===== src/pkg/spi_mode_supply_regs.vh =====
// Constants for the serial mode and supply control block.
// Assumes inclusion by bare name from logic/ files.
`ifndef SPI_MODE_SUPPLY_REGS_VH
`define SPI_MODE_SUPPLY_REGS_VH

// Frame layout
`define FRAME_BITS 16
`define ACCESS_BIT 7
`define DATA_LSB 8

// Register address, 7-bit
`define MSC_ADDR 7'h01

// Field positions in mode_supply_control
`define MODE_HI 7
`define MODE_LO 6
`define THIRD_EN_BIT 5
`define SEC_HI 4
`define SEC_LO 3
`define OV_RST_BIT 2
`define RT_HI 1
`define RT_LO 0

// Reset and restart values
`define MSC_RESET 8'h00
`define MSC_RESTART_KEEP 8'h23
`define MSC_RESTART_SET 8'h00

// Mode encodings
`define MODE_NORMAL 2'h0
`define MODE_SLEEP 2'h1
`define MODE_STOP 2'h2
`define MODE_SOFT_RESET 2'h3

// Second regulator policy encodings
`define SEC_OFF 2'h0
`define SEC_NORMAL 2'h1
`define SEC_NORMAL_STOP 2'h2
`define SEC_ALWAYS 2'h3

// Reset output low time after soft reset
`define CLK_PERIOD_NS 100
`define RO_LOW_NS 2000
`define RO_LOW_CYCLES (`RO_LOW_NS / `CLK_PERIOD_NS)

`endif


===== src/logic/spi_frame_engine.v =====
// Serial frame engine: LSB-first, 16-bit frames, data on rising clock edge.
// Assumes serial pins are already synchronous to clk_sys_in.
`timescale 1ns/1ps
`default_nettype none
`include "spi_mode_supply_regs.vh"

module spi_frame_engine (
  input wire clk_sys_in,
  input wire reset_n_in,
  input wire spi_clk_in,
  input wire spi_cs_n_in,
  input wire spi_mosi_in,
  input wire [7:0] tx_byte_in,
  output reg addr_valid_out,
  output reg [7:0] addr_byte_out,
  output reg frame_valid_out,
  output reg frame_error_out,
  output reg [15:0] frame_out,
  output reg spi_miso_out,
  output wire spi_miso_oe_out
);

  reg sclk_q_r;
  reg cs_n_q_r;
  reg [4:0] bit_cnt_r;
  reg [15:0] shift_r;
  reg [7:0] tx_r;
  wire rise;
  wire fall;
  wire cs_end;

  assign rise = spi_clk_in & ~sclk_q_r & ~spi_cs_n_in;
  assign fall = ~spi_clk_in & sclk_q_r & ~spi_cs_n_in;
  assign cs_end = spi_cs_n_in & ~cs_n_q_r;
  assign spi_miso_oe_out = ~spi_cs_n_in;

  always @(posedge clk_sys_in) begin
    if (!reset_n_in) begin
      sclk_q_r <= 1'b0;
      cs_n_q_r <= 1'b1;
      bit_cnt_r <= 5'h00;
      shift_r <= 16'h0000;
      tx_r <= 8'h00;
      spi_miso_out <= 1'b0;
      addr_valid_out <= 1'b0;
      addr_byte_out <= 8'h00;
      frame_valid_out <= 1'b0;
      frame_error_out <= 1'b0;
      frame_out <= 16'h0000;
    end else begin
      sclk_q_r <= spi_clk_in;
      cs_n_q_r <= spi_cs_n_in;
      addr_valid_out <= 1'b0;
      frame_valid_out <= 1'b0;
      frame_error_out <= 1'b0;
      if (spi_cs_n_in) begin
        bit_cnt_r <= 5'h00;
        spi_miso_out <= 1'b0;
      end
      if (rise) begin
        shift_r <= {spi_mosi_in, shift_r[15:1]};
        // Saturate past 16 so an overlong frame stays invalid
        if (bit_cnt_r <= 5'h10)
          bit_cnt_r <= bit_cnt_r + 5'h01;
        if (bit_cnt_r == 5'h07) begin
          addr_byte_out <= {spi_mosi_in, shift_r[15:9]};
          addr_valid_out <= 1'b1;
        end
      end
      // Byte for the data phase is taken after the address is known
      if (fall && bit_cnt_r == 5'h08) begin
        spi_miso_out <= tx_byte_in[0];
        tx_r <= {1'b0, tx_byte_in[7:1]};
      end else if (fall && bit_cnt_r > 5'h08) begin
        spi_miso_out <= tx_r[0];
        tx_r <= {1'b0, tx_r[7:1]};
      end
      if (cs_end) begin
        if (bit_cnt_r == `FRAME_BITS) begin
          frame_valid_out <= 1'b1;
          frame_out <= shift_r;
        end else if (bit_cnt_r != 5'h00) begin
          frame_error_out <= 1'b1;
        end
      end
    end
  end

endmodule
`default_nettype wire


===== src/logic/spi_mode_supply_control_regs.v =====
// Mode and supply control register behind the serial control port.
// Assumes a host that frames with chip select and obeys the frame layout;
// restart, overtemperature and overvoltage events come from device logic.
`timescale 1ns/1ps
`default_nettype none
`include "spi_mode_supply_regs.vh"

// Summary of operation
// Frames are exactly sixteen bits, two bytes
// First byte: 7-bit address plus access bit
// Bit 7 clear reads without modifying
// Bit 7 set writes whole data byte
// Data bits map to frame bits 8-15
// Reserved bits read zero, host writes zero
// Reset loads reset value, restart loads restart
// Only hardware-modifiable bits change by logic
// Mode field; code 11 is soft reset
// Bit 5 enables third regulator
// Bits 4:3 set second regulator policy
// Bit 2 lets overvoltage cause restart
// Bits 1:0 select main reset threshold
// Reset all zero, restart keeps 5,1:0
// Stop to sleep request is refused
// Restart rewrites mode field to normal
// Restart or overtemperature switches second regulator off
// Write returns previous register content
// Hardware update beats host write
module spi_mode_supply_control_regs #(
  parameter RO_LOW_CYCLES = `RO_LOW_CYCLES
) (
  input wire clk_sys_in,
  input wire reset_n_in,
  input wire spi_clk_in,
  input wire spi_cs_n_in,
  input wire spi_mosi_in,
  output wire spi_miso_out,
  output wire spi_miso_oe_out,
  input wire restart_event_in,
  input wire overtemp_event_in,
  input wire main_overvoltage_event_in,
  input wire main_overvoltage_flag_clear_in,
  input wire fail_safe_active_in,
  input wire soft_reset_output_config_in,
  output wire [1:0] sbc_mode_out,
  output wire third_regulator_enable_out,
  output wire [1:0] second_regulator_policy_out,
  output reg second_regulator_on_out,
  output wire main_overvoltage_restart_enable_out,
  output wire [1:0] main_reset_threshold_select_out,
  output reg main_overvoltage_flag_out,
  output reg overvoltage_restart_request_out,
  output reg soft_reset_pulse_out,
  output reg reset_output_pin_n_out,
  output reg mode_change_refused_out,
  output reg frame_error_out
);

  // Second regulator policy decode, used for the live output
  function sec_on;
    input [1:0] policy;
    input [1:0] mode;
    input fail_safe;
    begin
      case (policy)
        `SEC_OFF: sec_on = 1'b0;
        `SEC_NORMAL: sec_on = (mode == `MODE_NORMAL);
        `SEC_NORMAL_STOP: sec_on = (mode == `MODE_NORMAL) ||
                                   (mode == `MODE_STOP);
        `SEC_ALWAYS: sec_on = ~fail_safe;
        default: sec_on = 1'b0;
      endcase
    end
  endfunction

  reg [7:0] msc_r;
  reg [7:0] msc_nxt;
  reg [15:0] ro_cnt_r;
  reg [15:0] ro_cnt_nxt;
  reg refused_nxt;
  reg soft_reset_nxt;

  wire addr_valid;
  wire [7:0] addr_byte;
  wire frame_valid;
  wire frame_bad;
  wire [15:0] frame;
  wire [7:0] tx_byte;
  wire [6:0] frame_addr;
  wire frame_write;
  wire [7:0] frame_data;
  wire msc_hit;
  wire [1:0] wr_mode;

  spi_frame_engine u_engine (
    .clk_sys_in(clk_sys_in),
    .reset_n_in(reset_n_in),
    .spi_clk_in(spi_clk_in),
    .spi_cs_n_in(spi_cs_n_in),
    .spi_mosi_in(spi_mosi_in),
    .tx_byte_in(tx_byte),
    .addr_valid_out(addr_valid),
    .addr_byte_out(addr_byte),
    .frame_valid_out(frame_valid),
    .frame_error_out(frame_bad),
    .frame_out(frame),
    .spi_miso_out(spi_miso_out),
    .spi_miso_oe_out(spi_miso_oe_out)
  );

  // Answer byte is chosen from the address byte before the write lands,
  // so a write returns what was programmed before it.
  assign tx_byte = (addr_byte[6:0] == `MSC_ADDR) ? msc_r : 8'h00;

  assign frame_addr = frame[6:0];
  assign frame_write = frame[`ACCESS_BIT];
  assign frame_data = frame[15:`DATA_LSB];
  assign msc_hit = frame_valid && (frame_addr == `MSC_ADDR);
  assign wr_mode = frame_data[`MODE_HI:`MODE_LO];

  assign sbc_mode_out = msc_r[`MODE_HI:`MODE_LO];
  assign third_regulator_enable_out = msc_r[`THIRD_EN_BIT];
  assign second_regulator_policy_out = msc_r[`SEC_HI:`SEC_LO];
  assign main_overvoltage_restart_enable_out = msc_r[`OV_RST_BIT];
  assign main_reset_threshold_select_out = msc_r[`RT_HI:`RT_LO];

  always @* begin
    msc_nxt = msc_r;
    refused_nxt = 1'b0;
    soft_reset_nxt = 1'b0;
    // Host write, whole byte at once; reads leave the register alone
    if (msc_hit && frame_write) begin
      msc_nxt = frame_data;
      if (wr_mode == `MODE_SOFT_RESET) begin
        soft_reset_nxt = 1'b1;
        msc_nxt = `MSC_RESET;
      end else if (msc_r[`MODE_HI:`MODE_LO] == `MODE_STOP &&
                   wr_mode == `MODE_SLEEP) begin
        // Other fields still take the written value
        msc_nxt[`MODE_HI:`MODE_LO] = `MODE_STOP;
        refused_nxt = 1'b1;
      end
    end
    // Hardware updates win over the host; restart acts on the prior content
    if (overtemp_event_in)
      msc_nxt[`SEC_HI:`SEC_LO] = `SEC_OFF;
    if (restart_event_in) begin
      msc_nxt = (msc_r & `MSC_RESTART_KEEP) | `MSC_RESTART_SET;
      msc_nxt[`MODE_HI:`MODE_LO] = `MODE_NORMAL;
      msc_nxt[`SEC_HI:`SEC_LO] = `SEC_OFF;
      soft_reset_nxt = 1'b0;
      refused_nxt = 1'b0;
    end
  end

  always @* begin
    ro_cnt_nxt = ro_cnt_r;
    if (soft_reset_nxt && !soft_reset_output_config_in)
      ro_cnt_nxt = RO_LOW_CYCLES[15:0];
    else if (ro_cnt_r != 16'h0000)
      ro_cnt_nxt = ro_cnt_r - 16'h0001;
  end

  always @(posedge clk_sys_in) begin
    if (!reset_n_in) begin
      msc_r <= `MSC_RESET;
      ro_cnt_r <= 16'h0000;
      soft_reset_pulse_out <= 1'b0;
      mode_change_refused_out <= 1'b0;
      frame_error_out <= 1'b0;
      reset_output_pin_n_out <= 1'b1;
      second_regulator_on_out <= 1'b0;
    end else begin
      msc_r <= msc_nxt;
      ro_cnt_r <= ro_cnt_nxt;
      soft_reset_pulse_out <= soft_reset_nxt;
      mode_change_refused_out <= refused_nxt;
      frame_error_out <= frame_bad;
      // Pin is low while the pulse counter runs
      reset_output_pin_n_out <= (ro_cnt_nxt == 16'h0000);
      second_regulator_on_out <= sec_on(msc_nxt[`SEC_HI:`SEC_LO],
                                        msc_nxt[`MODE_HI:`MODE_LO],
                                        fail_safe_active_in);
    end
  end

  // Overvoltage flag: a new event beats a clear in the same cycle
  always @(posedge clk_sys_in) begin
    if (!reset_n_in) begin
      main_overvoltage_flag_out <= 1'b0;
      overvoltage_restart_request_out <= 1'b0;
    end else begin
      if (main_overvoltage_event_in)
        main_overvoltage_flag_out <= 1'b1;
      else if (main_overvoltage_flag_clear_in)
        main_overvoltage_flag_out <= 1'b0;
      overvoltage_restart_request_out <= main_overvoltage_event_in &
                                         msc_r[`OV_RST_BIT];
    end
  end

endmodule
`default_nettype wire


===== config.mk =====
export PLATFORM = sky130hd
export DESIGN_NAME = spi_mode_supply_control_regs
export DESIGN_NICKNAME = d
export VERILOG_FILES = /design/src/logic/spi_frame_engine.v /design/src/logic/spi_mode_supply_control_regs.v
export VERILOG_INCLUDE_DIRS = /design/src /design/src/pkg
export SDC_FILE = /design/constraint.sdc
export NUM_CORES = 1
export LEC_CHECK = 0
export BUFFER_PORTS_ARGS = -buffer_cell sky130_fd_sc_hd__buf_2
export CORE_AREA = 2 2 88 90
export DETAILED_ROUTE_END_ITERATION = 8
export DIE_AREA = 0 0 90 92
export GPL_TIMING_DRIVEN = 0
export PLACE_DENSITY = 0.7
export SETUP_SLACK_MARGIN = 0.05
export SLEW_MARGIN = 20
export SYNTH_ARGS = -nofsm -noshare
export SYNTH_HDL_FRONTEND = slang
export SYNTH_SLANG_ARGS = --single-unit
export TNS_END_PERCENT = 50

===== constraint.sdc =====
create_clock -name clk_sys_in -period 3 [get_ports clk_sys_in]
set_input_delay 0.15 -clock clk_sys_in [delete_from_list [all_inputs] [get_ports clk_sys_in]]
set_output_delay 0.15 -clock clk_sys_in [all_outputs]
set_load 0.01 [all_outputs]

==> flow_summary_export.csv <==
group,metric,value,unit
routing,drc,0,
synth,yosys.cell_types.count,53,
critical_path,cp_max_fo,10,
sta,max_slew.worst_pin.slew,0.806,ns
sta,finalMaxSlewViolations,0,
synth,synth-compound-area-share,0.118,
routing,drtIter0Drc,144,
final_layout,syn2layout_area_growth,13.4,%
critical_path,path_class,"reg2reg",
placement,gp_congestion,0.824,
floorplan,start_util,0.483,
routing,drt_wl_total,7690,um
synth,synth_cells,399,
sta,slew_headroom,0.458,
floorplan,ios,28,
synth,synthSimpleGateAreaFrac,0.251,
pwr,p_leak,1.56,nW
critical_path,critPathMaxStageDelay,0.71,ns
floorplan,rows,32,
cts,path_clk_slew,0.09,ns
synth,synthesis.area,3600,sq um
synth,ys_top_cells_by_area,"dfxtp_1, mux2i_1, nor2_1",
grt,grt_max_degree,15,
floorplan,die_h,92,um
sta,fin_worst_skew,0.00763,ns
synth,yosys.area_share.adder,0.0139,
synth,synth.top_cell.area_share,0.484,
sta,hold_viol_final,0,
synth,synth_xor_xnor_area_share,0.0219,
synth,synth_flop_cell,"dfxtp_1",
placement,dp_slack,0.608,ns
cts,cts_buffers,9,
cts,cts.path.max_buffers,2,
grt,antenna_found_initial,0,
routing,via_per_inst,5.29,
synth,synth_top_family_by_area,"simple AND/OR/NAND/NOR gates",
synth,synth.area.mux_share,0.0783,
critical_path,arrival,2.60,ns
final_layout,drive_above_1_share,0.125,
critical_path,worstPathRequired,3.22,ns
sta,setup_viol,0,
routing,drtPass1Iterations,4,
sta,timing.setup.tns,0,ns
sta,rsz0062_at_grt,"false",
cts,clock-root-buffer,"clkbuf_8",
critical_path,end_kind,"flip-flop",
sta,fin_crit_sh,0.793,
cts,cts_tree,"built",
pwr,ir_drop,0.414,mV
cts,htreeDepth,3,
routing,wl_per_cell,14.2,um
floorplan,die_w,90,um
synth,syn-num-nets,414,
final_layout,nFillCells,714,
grt,track_usage,0.200,
final_layout,nNetsFinal,451,
sta,fin_ws,0.620,ns
placement,dp_hpwl,5530,um
status,outcome,"finished, final reports clean",
pwr,power.density,767,nW/um^2
placement,port_buffers,25,
synth,ys_warn_count,0,
sta,fin_crit,2.38,ns
sta,whs,0.0246,ns
pwr,power,3.13,mW
sta,max_clock_freq,420,MHz
grt,grt_pass1_vias,2820,
synth,synth-seq-area-share,0.484,
routing,dr_total_vias,2873,
job,maxCapViolations,0,
synth,synth-seq-cells,87,
grt,grt.overflow.total,0,
synth,synthArstFlopShare,0,
cts,insertion_delay,0.35,ns
floorplan,die_area,8280,sq um
final_layout,diodes,0,
floorplan,coreArea,7450,sq um
min_path,hold_class,"in2reg",
critical_path,crit_slowest_cell,"nor4_1",
final_layout,final_common_cell,"dfxtp_1",
final_layout,most-common-layout-cells,"dfxtp_1, nor2_1, nand2_1",
synth,yosysTopAreaCell,"dfxtp_1",
cts,cts_resized,0,
critical_path,startpoint_type,"flip-flop",
routing,ant_nets,0,
grt,grt_pass1_wl,13400,um
cts,clock_sinks,87,
critical_path,crit_path_cell_trace,"nor4_1, nand4_1, nand2_1, clkbuf_1, nor2_1",
synth,avgSynthCellArea,9.01,sq um
synth,synth-edff-count,0,
-- path summary, 6_finish.rpt --
check                       startpoint                         to  slack, ns  cells past startpoint
max              u_engine.frame_out[3]               ro_cnt_r[11]       0.62                      5
min          main_overvoltage_event_in  main_overvoltage_flag_out       0.02                      3
max reg2reg      u_engine.frame_out[3]               ro_cnt_r[11]       0.62                      5
min reg2reg   u_engine.frame_error_out            frame_error_out       0.44                      1
-- power breakdown --
part / leakage, nW / internal (mW) / total (mW) / switching [mW]
registers: 0.705 / 1.26 / 1.38 / 0.130
logic: 0.744 / 0.394 / 0.875 / 0.481
clock network: 0.113 / 0.455 / 0.866 / 0.411
total: 1.56 / 2.10 / 3.13 / 1.02
-- through the flow --
stage	util	instance area [sq um]	instances
final	0.547	4080	543
after global routing	0.547	4080	543
after CTS	0.547	4080	543
after detailed placement	0.517	3850	526
after global placement	0.517	3850	526
after floorplan	-	3600	399
-- critical path, delay by kind of cell, from the launching register on --
| family | cells | cell delay, ns |
|---|---|---|
| and+or+nand+nor | 4 | 1.53 |
| buffers and inverters | 1 | 0.41 |
| DFF | 1 | 0.32 |
-- layer usage --
layer	part of all wire	track usage	vias to the layer above
met5	0	0	-
li1	-	-	1470
met2	0.48	0.330	45
met3	0.031	0.0468	9
met4	0.012	0.0782	0
met1	0.48	0.253	1349
-- area by class of cell --
class | instances | area, sq um | area share
Buffer | 18 | 82.6 | 0.0203
Clock buffer | 12 | 165 | 0.0405
Clock inverter | 4 | 52.6 | 0.0129
Inverter | 10 | 37.5 | 0.00921
Multi-Input combinational cell | 284 | 1730 | 0.425
Sequential cell | 87 | 1740 | 0.427
Tap cell | 102 | 128 | 0.0313
Timing Repair Buffer | 26 | 135 | 0.0331
-- cell usage after synthesis (all sizes together) (4+ instances only) --
master and instances:
a21oi 33, a221oi 6, and2 6, buf 5, clkbuf 13, dfxtp 87
ha 4, inv 10, mux2i 27, nand2 46, nand2b 6, nand3 9
nand4 4, nand4b 4, nor2 55, nor2b 10, nor3 13, nor4 6
nor4b 4, o21ai 7, xnor2 5, xor2 4
-- cell families after synthesis --
group	Yosys count
flops	87
buf+inv	28
compound gates	66
mux	28
fa+ha+maj	4
xor+xnor	9
simple gates	177
-- state kept, by name (all words and copies together) (netlist names), 5 cells and up --
name	cells
msc_r	8
ro_cnt_r	16
u_engine.addr_byte_out	7
u_engine.bit_cnt_r	5
u_engine.frame_out	16
u_engine.shift_r	16
u_engine.tx_r	7
-- timing repair --
| action | CTS | global route |
|---|---|---|
| buffers inserted | 0 | 0 |
| hold endpoints to repair | 1 | 0 |
| hold buffers | 1 | 0 |
No activity file was read; power rests on OpenSTA's default activity.
